**src/spio_pkg.sv**
```systemverilog
// spio_pkg: constants and types for the six-pin general purpose port
// assumes: a 32-bit register bus with one register per aligned word
package spio_pkg;

  // ==========================================================================
  // bus and port geometry
  localparam int unsigned APB_ADDR_W = 8;
  localparam int unsigned APB_DATA_W = 32;
  localparam int unsigned REG_W      = 8;
  localparam int unsigned PIN_COUNT  = 6;

  // ==========================================================================
  // register indices as printed, byte address is four times the index
  localparam logic [APB_ADDR_W-1:0] IO_PORT_VALUE_IDX    = 8'h33;
  localparam logic [APB_ADDR_W-1:0] IO_PIN_DIRECTION_IDX = 8'h34;
  localparam logic [APB_ADDR_W-1:0] IO_PORT_VALUE_ADDR =
    APB_ADDR_W'(IO_PORT_VALUE_IDX << 2);
  localparam logic [APB_ADDR_W-1:0] IO_PIN_DIRECTION_ADDR =
    APB_ADDR_W'(IO_PIN_DIRECTION_IDX << 2);

  // ==========================================================================
  // field layout and reset values
  localparam int unsigned PIN_FIELD_LSB = 0;
  localparam int unsigned PIN_FIELD_MSB = 5;
  localparam logic [PIN_COUNT-1:0] IO_PORT_VALUE_RESET    = 6'h00;
  localparam logic [PIN_COUNT-1:0] IO_PIN_DIRECTION_RESET = 6'h00;
  localparam logic [PIN_COUNT-1:0] PIN_ALL_RELEASED       = 6'h3F;
  localparam logic [PIN_COUNT-1:0] PIN_ALL_ZERO           = 6'h00;
  localparam logic [APB_DATA_W-1:0] RDATA_ZERO            = 32'h00000000;

  // ==========================================================================
  // register selection result of an address decode
  typedef enum logic [1:0] {
    SEL_NONE,
    SEL_PORT,
    SEL_DIR
  } spio_sel_t;

  // pin drive group: level to drive and active-low output enable
  typedef struct packed {
    logic [PIN_COUNT-1:0] level;
    logic [PIN_COUNT-1:0] oe_n;
  } spio_pin_drive_t;

  // whole state of the port block
  typedef struct packed {
    logic [PIN_COUNT-1:0]  port_value;
    logic [PIN_COUNT-1:0]  direction;
    logic [PIN_COUNT-1:0]  pin_meta;
    logic [PIN_COUNT-1:0]  pin_sync;
    logic [APB_DATA_W-1:0] rdata;
    logic                  slverr;
  } spio_state_t;

  localparam spio_state_t STATE_RESET = '{
    port_value: IO_PORT_VALUE_RESET,
    direction:  IO_PIN_DIRECTION_RESET,
    pin_meta:   PIN_ALL_ZERO,
    pin_sync:   PIN_ALL_ZERO,
    rdata:      RDATA_ZERO,
    slverr:     1'b0
  };

endpackage : spio_pkg

```
**src/spio_top.sv**
```systemverilog
// spio_top: six-pin general purpose port with value and direction registers
// assumes: an APB master on CLK; pins come from outside and are synchronised
// hazard: a pin change needs two synchroniser edges before a read sees it
// limit: bits 7..6 are dropped on write and always read back as zero
//
// How it works
// - port value register at index 0x33, bits 5..0 map to pins 5..0.
// - direction register at index 0x34, one bit per pin in bits 5..0.
// - a direction bit of one makes the pin output, zero makes it input.
// - reset clears every direction bit, so all pins start as inputs.
// - direction bits are readable and writable, reads return last written.
//
// Chosen here: the APB register port.
`timescale 1ns/100ps

module spio_top (
  // clock and reset
  input  wire  logic                                  CLK,
  input  wire  logic                                  RESET,
  // apb slave
  input  wire  logic                                  PSEL,
  input  wire  logic                                  PENABLE,
  input  wire  logic                                  PWRITE,
  input  wire  logic [spio_pkg::APB_ADDR_W-1:0]       PADDR,
  input  wire  logic [spio_pkg::APB_DATA_W-1:0]       PWDATA,
  output logic                                        PREADY,
  output logic [spio_pkg::APB_DATA_W-1:0]             PRDATA,
  output logic                                        PSLVERR,
  // general purpose pins
  input  wire  logic [spio_pkg::PIN_COUNT-1:0]        IO_PIN_IN,
  output spio_pkg::spio_pin_drive_t                   IO_PIN_DRIVE
);
  import spio_pkg::*;

  // ==========================================================================
  // address decode

  // maps a byte address to the register it selects
  function automatic spio_sel_t decode_sel(
    input logic [APB_ADDR_W-1:0] addr
  );
    spio_sel_t sel;
    sel = SEL_NONE;
    if (addr == IO_PORT_VALUE_ADDR) begin
      sel = SEL_PORT;
    end else if (addr == IO_PIN_DIRECTION_ADDR) begin
      sel = SEL_DIR;
    end
    return sel;
  endfunction : decode_sel

  // port read value: stored bit for outputs, sampled level for inputs
  function automatic logic [PIN_COUNT-1:0] port_readback(
    input logic [PIN_COUNT-1:0] dir,
    input logic [PIN_COUNT-1:0] stored,
    input logic [PIN_COUNT-1:0] sampled
  );
    return (dir & stored) | (~dir & sampled);
  endfunction : port_readback

  // ==========================================================================
  // state

  spio_state_t state;
  spio_state_t next_state;
  spio_sel_t   sel;
  logic        setup_phase;
  logic        write_access;

  // bus phase qualifiers
  assign sel          = decode_sel(PADDR);
  assign setup_phase  = PSEL & ~PENABLE;
  assign write_access = PSEL & PENABLE & PWRITE;

  // next state of the whole block
  always_comb begin
    next_state = state;
    // two-stage synchroniser on the pin inputs
    next_state.pin_meta = IO_PIN_IN;
    next_state.pin_sync = state.pin_meta;
    // writes take effect in the access phase
    if (write_access) begin
      case (sel)
        SEL_PORT: begin
          // reserved bits 7..6 are not stored
          next_state.port_value =
            PWDATA[PIN_FIELD_MSB:PIN_FIELD_LSB];
        end
        SEL_DIR: begin
          next_state.direction =
            PWDATA[PIN_FIELD_MSB:PIN_FIELD_LSB];
        end
        default: begin
          next_state.port_value = state.port_value;
        end
      endcase
    end
    // read data and error are prepared in the setup phase
    if (setup_phase) begin
      next_state.rdata  = RDATA_ZERO;
      next_state.slverr = 1'b0;
      case (sel)
        SEL_PORT: begin
          if (!PWRITE) begin
            next_state.rdata[PIN_FIELD_MSB:PIN_FIELD_LSB] =
              port_readback(state.direction, state.port_value,
                            state.pin_sync);
          end
        end
        SEL_DIR: begin
          if (!PWRITE) begin
            next_state.rdata[PIN_FIELD_MSB:PIN_FIELD_LSB] =
              state.direction;
          end
        end
        default: begin
          next_state.slverr = 1'b1; // unmapped address
        end
      endcase
    end
  end

  // state register, reset clears every direction bit
  always_ff @(posedge CLK or posedge RESET) begin
    if (RESET) begin
      state <= STATE_RESET;
    end else begin
      state <= next_state;
    end
  end

  // ==========================================================================
  // outputs

  // zero wait state slave
  assign PREADY  = PSEL & PENABLE;
  assign PRDATA  = state.rdata;
  assign PSLVERR = state.slverr & PSEL & PENABLE;

  // pins drive the stored bit where the direction bit is one
  assign IO_PIN_DRIVE.level = state.port_value;
  assign IO_PIN_DRIVE.oe_n  = ~state.direction;
endmodule : spio_top

```
**config.mk**
```make
export PLATFORM = sky130hd
export DESIGN_NAME = spio_top
export DESIGN_NICKNAME = d
export VERILOG_FILES = /design/src/spio_pkg.sv /design/src/spio_top.sv
export SDC_FILE = /design/constraint.sdc
export NUM_CORES = 1
export LEC_CHECK = 0
export ABC_CLOCK_PERIOD_IN_PS = 1900
export BUFFER_PORTS_ARGS = -buffer_cell sky130_fd_sc_hd__clkbuf_2
export CAP_MARGIN = 20
export CORE_MARGIN = 8
export CORE_UTILIZATION = 33
export DETAILED_ROUTE_END_ITERATION = 16
export GPL_ROUTABILITY_DRIVEN = 0
export HOLD_SLACK_MARGIN = 0.1
export PLACE_DENSITY = 0.75
export SETUP_SLACK_MARGIN = 0.1
export SYNTH_ARGS = -nofsm -noshare
export SYNTH_HDL_FRONTEND = slang
export SYNTH_SLANG_ARGS = --single-unit
```
**constraint.sdc**
```tcl
create_clock -name CLK -period 1.9 [get_ports CLK]
set_input_delay 0.285 -clock CLK [delete_from_list [all_inputs] [get_ports CLK]]
set_output_delay 0.285 -clock CLK [all_outputs]
set_load 0.01 [all_outputs]
```
==> results of run 1 <==
[repair_timing]
action	in CTS	in global routing
resized for setup	0	0
hold buffers	1	0
endpoints found under the hold margin	31	0
[cell type report]
cell class / count / area share [%]
clock buffers: 6 / 4.18
well taps: 54 / 3.89
multi-input cells: 75 / 31.2
flip-flops and latches: 31 / 44.7
inverters: 7 / 1.51
repair buffers: 48 / 14.6
[cells in the mapped netlist (all sizes together)]
cell and instances:
nand4b 1, a22oi 6, nand2b 1, dfrtp 31
and2 1, o2111ai 1, nand4 2, nor2b 1
buf 39, and3 2, mux2 18, conb 1
nor4b 1, and3b 1, nand2 6, nor3b 1
o21ai 6, o21a 1, inv 7
[sequential cells by signal, summed over array words and instances, names as in the netlist]
name	count
IO_PIN_DRIVE	6
PRDATA	6
next_state	6
state	13
[power by group through the flow]
stage                     logic, W  registers, W  clock network (W)
after CTS                 0.000117      0.000684           0.000468
final                     0.000116      0.000684           0.000450
after detailed placement  0.000115      0.000696                  0
after floorplan           0.000107      0.000694                  0
after global placement    0.000113      0.000695                  0
after global routing      0.000131      0.000685           0.000493
[worst max-delay path: stages]
cell and delay (ns):
clkbuf_2 0.10, nor4b_4 0.46, nand4_4 0.26, mux2_2 0.33
[layout by cell type (no fill, tap or decap), types with 3 or more instances in the layout]
| cell type | n |
|---|---|
| clkbuf_8 | 5 |
| dfrtp_1 | 31 |
| clkbuf_2 | 44 |
| buf_4 | 3 |
| inv_1 | 7 |
| o21ai_0 | 6 |
| conb_1 | 26 |
| nand2_1 | 6 |
| mux2_2 | 18 |
| a22oi_1 | 6 |
[metrics by stage]
stage | cell area (µm²) | power (W) | instances
3_5_place_dp | 1650 | 0.000811 | 214
4_1_cts | 1740 | 0.00127 | 221
2_1_floorplan | 1630 | 0.000801 | 152
3_3_place_gp | 1650 | 0.000808 | 214
5_1_grt | 1740 | 0.00131 | 221
6_report | 1740 | 0.00125 | 221
[worst paths after layout]
kind                                           from                           end
max                                        PADDR[1]  IO_PIN_DRIVE[10]$_DFFE_PP0P_
min                                    IO_PIN_IN[4]      next_state[37]$_DFF_PP0_
max reg2reg                   state[45]$_DFFE_PP0P_         PRDATA[0]$_DFFE_PP0P_
min reg2reg                next_state[38]$_DFF_PP0_           state[38]$_DFF_PP0_
max in group asynchronous                     RESET          state[0]$_DFFE_PP0P_
min in group asynchronous                     RESET           state[35]$_DFF_PP0_
[kinds of logic (layout without fill, tap and decap cells)]
kind of cell | after synthesis | count (layout) | synth area share (%)
AOI/OAI and AO/OA | 14 | 14 | 5.93
buffers and inverters | 46 | 61 | 20.6
DFF | 31 | 31 | 50.4
muxes | 18 | 18 | 13.2
other | 1 | 26 | 0.243
and+or+nand+nor | 17 | 17 | 9.75
[layer usage]
metal  up-vias  wire length (µm)  global-route usage, %
li1        444                 -                      -
met1       434              1230                   9.45
met2        44              1470                   14.1
met3         2               306                   4.94
met4         0                16                   2.83
met5         -                 0                      0
==> results_dict.tcl, run 1 <==
set metrics [dict create \
    start_util_pct 33.5 \
    ant_nets 0 \
    grt_use_total_pct 8.74 \
    num_rows 25 \
    io_pins 97 \
    h-tree-depth 2 \
    p_clk_share_pct 36.0 \
    ys_types 20 \
    multiInputGateArea_um2 542 \
    ys_warn_count 0 \
    cts_buffers 5 \
    die_height_um 84.3 \
    die_area_um2 7110 \
    power.internal_w 0.000964 \
    leakage_nw 0.896 \
    slew_violations 0 \
    path_max_fanout 6 \
    clk_path_buf_depth 2 \
    synth_top_area_cell "dfrtp_1" \
    synth_top_area_share_pct 50.4 \
    skew_ns 0.00238 \
    root_buffer "clkbuf_8" \
    netSwitchingFraction_pct 22.9 \
    drive_above_1_share_pct 44.3 \
    first_pass_iters 4 \
    setup_tns_ns 0 \
    whs_path_depth 1 \
    finalCritPeriodShare_pct 67.1 \
    overflow 0 \
    status "finished clean" \
    grt_start_max_net_pins 32 \
    syn_area_um2 1540 \
    max_cap_violations 0 \
    drt_wl_total_mm 3.02 \
    via_per_inst 4.18 \
    whs_ns 0.119 \
    r2r_slack_ns 0.77 \
    r2r_cells 3 \
    synth_cells 127 \
    io_buffers 44 \
    post-cts-setup-buffers 0 \
    layout_min_cycle_time_ns 1.28 \
    crit_type "in2reg" \
    num-fill-cells 477 \
    grt_pass1_vias 1017 \
    crit_path_end_kind "flip-flop" \
    comb_power_share_pct 9.3 \
    synth_seq_cells 31 \
    nNetsFinal 219 \
    core_area_um2 4600 \
    hold_class "in2reg" \
    drc_errors 0 \
    place_ws_ns 0.336 \
    clkTransAtPathRegs_ns 0.06 \
    cp.arrival_ns 1.43 \
    seq_area_frac_synth_pct 50.4 \
    wl_per_cell_um 13.7 \
    fmax_ghz 0.784 \
    worst-endpoint-required_ns 2.06 \
    p_sw_w 0.000286 \
    setup_viol 0 \
    die_x_um 84.3 \
    drt-initial-drc-count 28 \
    dp_hpwl_mm 2.36 \
    synthTopCellsByArea "dfrtp_1 50%, buf_4 19%, mux2_2 13%" \
    grt_pass1_wl_mm 4.93 \
    final_hold_viol_count 0 \
    antenna_found_initial 0 \
    synthToLayoutAreaGrowth_pct 12.8 \
    clkLatencyLatePin_ns 0.27 \
    startpoint_type "input pin" \
    power_density_nw_per_um2 720 \
    layout_setup_ws_ns 0.625 \
    avgSynthCellArea_um2 12.1 \
    diodes 0 \
    seq_area_um2 776 \
    post-route-util_pct 37.8 \
    ir_worst_vdd_uv 305 \
    pwr-share-seq_pct 54.7 \
    cts_tree "yes" \
    cts_num_sinks 31 \
    rsz0062_at_grt "false" \
    vias 924 \
]
No activity file was read; power rests on OpenSTA's default activity.
==> run 2: changes to the inputs <==
--- a/config.mk
+++ b/config.mk
@@ -5,7 +5,7 @@
 export SDC_FILE = /design/constraint.sdc
 export NUM_CORES = 1
 export LEC_CHECK = 0
-export ABC_CLOCK_PERIOD_IN_PS = 1900
+export ABC_CLOCK_PERIOD_IN_PS = 1300
 export BUFFER_PORTS_ARGS = -buffer_cell sky130_fd_sc_hd__clkbuf_2
 export CAP_MARGIN = 20
 export CORE_MARGIN = 8
==> constraint.sdc (replaced) <==
create_clock -name CLK -period 1.3 [get_ports CLK]
set_input_delay 0.195 -clock CLK [delete_from_list [all_inputs] [get_ports CLK]]
set_output_delay 0.195 -clock CLK [all_outputs]
set_load 0.01 [all_outputs]
==> run 2 against run 1 <==
Compared with the run above:
- clock power is 110% higher
- register-to-register slack lost 0.60 ns
- die area unchanged
- setup slack worse by 0.47 ns
- clock skew up 0.0047 ns
- cell count increased by 5.4%
- power is 72% higher
==> results_dict.tcl, run 2 (synthesis gave the netlist of run 1 again) <==
set metrics [dict create \
    status "finished clean" \
    worst-endpoint-required_ns 1.11 \
    crit_type "reg2out" \
    fmax_ghz 0.875 \
    crit_path_end_kind "output pin" \
    clkLatencyLatePin_ns 0.28 \
    via_per_inst 4.15 \
    slew_violations 0 \
    largest_register_ffs 13 \
    place_ws_ns -0.210 \
    finalCritPeriodShare_pct 87.9 \
    final_hold_viol_count 0 \
    final_common_cell "clkbuf_2" \
    num-fill-cells 476 \
    power_density_nw_per_um2 1140 \
    cp.arrival_ns 0.95 \
    layout_setup_ws_ns 0.158 \
    vias 968 \
    synthToLayoutAreaGrowth_pct 21.9 \
    diodes 0 \
    skew_ns 0.00708 \
    layout_min_cycle_time_ns 1.14 \
    rsz0062_at_grt "true" \
    num_rows 25 \
    drt_wl_total_mm 3.16 \
    final_cell_mix "44 x clkbuf_2, 31 x dfrtp_1, 26 x conb_1, 18 x mux2_2" \
    drt-initial-drc-count 41 \
    overflow 0 \
    first_pass_iters 4 \
    die_x_um 84.3 \
    seq_area_um2 776 \
    power_w 0.00215 \
    core_area_um2 4600 \
    largest-register "state" \
    leakage_nw 0.968 \
    antenna_found_initial 0 \
    wl_per_cell_um 13.6 \
    start_util_pct 33.5 \
    cts_num_sinks 31 \
    multiInputGateArea_um2 548 \
    clk_path_buf_depth 2 \
    grt_pass1_wl_mm 5.37 \
    startpoint_type "flip-flop" \
    grt_start_max_net_pins 32 \
    grt_use_total_pct 9.36 \
    io_buffers 44 \
    dp_hpwl_mm 2.45 \
    grt_pass1_vias 1119 \
    ir_worst_vdd_uv 516 \
    h-tree-depth 2 \
    nNetsFinal 229 \
    die_height_um 84.3 \
    drc_errors 0 \
    r2r_slack_ns 0.17 \
    cts_buffers 5 \
    root_buffer "clkbuf_8" \
    ant_nets 0 \
    die_area_um2 7110 \
    cts_tree "yes" \
    clkTransAtPathRegs_ns 0.07 \
    drive_above_1_share_pct 45.3 \
    hold_class "in2reg" \
    io_pins 97 \
    setup_viol 0 \
    path_max_fanout 2 \
    max_cap_violations 0 \
]
run 2: cell types whose count changed in the layout (fill, tap and decap cells not counted), sizes merged:
cell | before | now
bufinv | 0 | 1
buf | 3 | 7
clkinv | 0 | 1
dlygate4sd3 | 1 | 7
run 2: what timing repair did:
| action | in CTS | in global routing |
|---|---|---|
| hold buffers | 7 | 0 |
| endpoints found under the hold margin | 37 | 0 |
| endpoints found under the setup margin | 2 | 3 |
| gates resized for setup | 0 | 1 |
| cloned | 0 | 0 |
| setup buffers | 1 | 2 |
| pin swaps | 1 | 0 |
run 2: worst max-delay path, stage by stage (launching register included):
cell,delay (ns)
dfrtp_1,0.38
and3_1,0.17
clkbuf_2,0.12
run 2: final cells by class:
type	instances	area share, %
clock buffers	6	4.40
flip-flops and latches	31	41.3
multi-input cells	75	29.2
inverters	7	1.40
repair buffers	58	18.3
well taps	54	3.60
clock inverters	2	1.87
run 2: final timing paths:
check / start / to / cells past startpoint
setup / recovery: state[0]$_DFFE_PP0P_ / PSLVERR / 2
hold / removal: PWDATA[2] / IO_PIN_DRIVE[8]$_DFFE_PP0P_ / 2
setup reg to reg: state[45]$_DFFE_PP0P_ / PRDATA[0]$_DFFE_PP0P_ / 3
hold reg to reg: next_state[35]$_DFF_PP0_ / state[35]$_DFF_PP0_ / 0
max in group asynchronous: RESET / PRDATA[3]$_DFFE_PP0P_ / 4
min in group asynchronous: RESET / next_state[38]$_DFF_PP0_ / 4
run 2: metal layers:
| layer | part of all wire, % | up-vias | routed length, µm | track usage (%) |
|---|---|---|---|---|
| li1 | - | 466 | - | - |
| met4 | 0.32 | 0 | 10 | 2.83 |
| met2 | 49 | 41 | 1550 | 15.5 |
| met3 | 10 | 2 | 315 | 5.32 |
| met5 | 0 | - | 0 | 0 |
| met1 | 41 | 459 | 1290 | 9.77 |
run 2: power breakdown:
| part | total [W] | internal, W | switching, W |
|---|---|---|---|
| Combinational | 0.000190 | 0.0000794 | 0.000111 |
| Clock | 0.000961 | 0.000619 | 0.000341 |
| Sequential | 0.000999 | 0.000989 | 0.00000944 |
run 2: metrics by stage:
step	hold WS [ns]	instance area [µm²]	std cells	utilization, %	TNS [ns]
floorplan	0.226	1640	152	-	0
global placement	0.281	1670	215	36.3	-1.99
detailed placement	0.279	1670	215	36.3	-2.73
CTS	0.161	1860	231	40.5	0
global route	0.165	1880	233	40.8	0
finish	0.169	1880	233	40.8	0
==> run 3: changes to the inputs <==
--- a/config.mk
+++ b/config.mk
@@ -8,12 +8,14 @@
 export ABC_CLOCK_PERIOD_IN_PS = 1300
 export BUFFER_PORTS_ARGS = -buffer_cell sky130_fd_sc_hd__clkbuf_2
 export CAP_MARGIN = 20
+export CELL_PAD_IN_SITES_DETAIL_PLACEMENT = 2
+export CELL_PAD_IN_SITES_GLOBAL_PLACEMENT = 2
 export CORE_MARGIN = 8
-export CORE_UTILIZATION = 33
+export CORE_UTILIZATION = 24
 export DETAILED_ROUTE_END_ITERATION = 16
 export GPL_ROUTABILITY_DRIVEN = 0
 export HOLD_SLACK_MARGIN = 0.1
-export PLACE_DENSITY = 0.75
+export PLACE_DENSITY = 0.88
 export SETUP_SLACK_MARGIN = 0.1
 export SYNTH_ARGS = -nofsm -noshare
 export SYNTH_HDL_FRONTEND = slang
==> run 3 against run 2 <==
Compared with the run above:
- clock power increased by 1%
- power increased by 1.1%
- highest routed layer unchanged
- final area increased by 4.2%
- largest cell class unchanged
- non-clock buffer count increased by 4
- die area increased by 30%
==> results_dict.tcl, run 3 (synthesis gave the netlist of run 1 again) <==
set metrics [dict create \
    worst-path-buf-inv 1 \
    drive_above_1_share_pct 48.6 \
    grt_pass1_wl_mm 5.89 \
    crit_path_end_kind "output pin" \
    nNetsFinal 233 \
    drc_errors 0 \
    clkTransAtPathRegs_ns 0.07 \
    core_area_um2 6280 \
    power_w 0.00217 \
    num-fill-cells 712 \
    synthToLayoutAreaGrowth_pct 27.1 \
    seq_area_um2 776 \
    leakage_nw 0.990 \
    status "finished clean" \
    num_rows 29 \
    ir_worst_vdd_uv 474 \
    worst-endpoint-required_ns 1.11 \
    hold_class "in2reg" \
    cp_cell_sequence "and3_4 -> buf_2" \
    comb_power_share_pct 9.4 \
    power.internal_w 0.00169 \
    slew_violations 0 \
    diodes 0 \
    die_height_um 96.1 \
    h-tree-depth 2 \
    root_buffer "clkbuf_8" \
    finalCritPeriodShare_pct 89.1 \
    drt_wl_total_mm 3.74 \
    cp.arrival_ns 0.96 \
    grt_start_max_net_pins 32 \
    path_max_fanout 2 \
    die_x_um 96.1 \
    setup_viol 0 \
    netSwitchingFraction_pct 22.0 \
    wl_per_cell_um 14.4 \
    grt_pass1_vias 1200 \
    startpoint_type "flip-flop" \
    cts_tree "yes" \
    largest_register_ffs 13 \
    io_buffers 44 \
    layout_min_cycle_time_ns 1.16 \
    fmax_ghz 0.864 \
    final_common_cell "clkbuf_2" \
    critPathSlowestCell "dfrtp_1" \
    final_cell_mix "43 x clkbuf_2, 31 x dfrtp_1, 26 x conb_1, 18 x mux2_2, 11 x buf_4" \
    clkLatencyLatePin_ns 0.28 \
    first_pass_iters 2 \
    largest-register "state" \
    pwr-share-seq_pct 46.0 \
    via_per_inst 3.86 \
    p_sw_w 0.000479 \
    clk_path_buf_depth 2 \
    antenna_found_initial 0 \
    io_pins 97 \
    rsz0062_at_grt "true" \
    grt_use_total_pct 8.53 \
    final_hold_viol_count 0 \
    skew_ns 0.00773 \
    max_cap_violations 0 \
    whs_ns 0.164 \
    cts_buffers 5 \
    power_density_nw_per_um2 1110 \
    start_util_pct 24.5 \
    cts_num_sinks 31 \
    vias 1004 \
    overflow 0 \
    crit_type "reg2out" \
    ant_nets 0 \
    critPathTopFamily "flip-flops" \
    multiInputGateArea_um2 568 \
    max_stage_delay_ns 0.38 \
    p_clk_share_pct 44.7 \
    die_area_um2 9240 \
    dp_hpwl_mm 2.98 \
    drt-initial-drc-count 32 \
]
-- run 3: worst reg2reg max path, stage by stage, from the launching register on --
cell	delay (ns)
dfrtp_1	0.40
mux2_2	0.35
a22oi_1	0.20
o21ai_1	0.09
-- run 3: per-stage QoR --
| stage | setup slack (ns) | utilization, % | area [µm²] | std cells | TNS [ns] |
|---|---|---|---|---|---|
| CTS | 0.109 | 30.3 | 1900 | 255 | 0 |
| global route | 0.0708 | 31.2 | 1960 | 260 | 0 |
| finish | 0.142 | 31.2 | 1960 | 260 | 0 |
| detailed placement | -0.117 | 27.3 | 1710 | 240 | -1.03 |
| global placement | -0.0248 | 27.3 | 1710 | 240 | -0.343 |
| floorplan | 0.0892 | - | 1640 | 152 | 0 |
-- run 3: repair_timing --
action / 4_1_cts / 5_1_grt
gates resized for setup: 0 / 6
hold buffers: 7 / 0
endpoints found under the hold margin: 37 / 0
setup buffers: 0 / 5
setup endpoints to repair: 0 / 6
-- run 3: routing by layer --
metal / up-vias / part of all wire (%) / global-route usage, %
met3: 2 / 6.8 / 2.65
met5: - / 0 / 0
met2: 44 / 54 / 15.7
li1: 474 / - / -
met1: 484 / 38 / 8.56
met4: 0 / 0.96 / 3.84
-- run 3: final cells by class --
| class | count | share of cell area [%] |
|---|---|---|
| clock inverters | 2 | 1.79 |
| repair buffers | 62 | 19.1 |
| clock buffers | 6 | 4.22 |
| flip-flops and latches | 31 | 39.6 |
| inverters | 7 | 1.34 |
| multi-input cells | 75 | 29.0 |
| well taps | 77 | 4.92 |
-- run 3: path summary, 6_finish.rpt --
check,startpoint,endpoint,slack [ns],cells after the start
setup / recovery,state[0]$_DFFE_PP0P_,PSLVERR,0.14,2
hold / removal,PWDATA[1],state[46]$_DFFE_PP0P_,0.16,2
setup reg to reg,state[45]$_DFFE_PP0P_,PRDATA[0]$_DFFE_PP0P_,0.15,3
hold reg to reg,next_state[38]$_DFF_PP0_,state[38]$_DFF_PP0_,0.35,0
max in group asynchronous,RESET,next_state[37]$_DFF_PP0_,0.45,4
min in group asynchronous,RESET,next_state[33]$_DFF_PP0_,0.55,4
-- run 3: power by group through the flow --
stage	registers, W	clock network [W]	logic, W
floorplan	0.00101	0	0.000158
global placement	0.00102	0	0.000173
detailed placement	0.00102	0	0.000180
CTS	0.00100	0.00101	0.000197
global route	0.00100	0.00104	0.000229
finish	0.000999	0.000971	0.000203
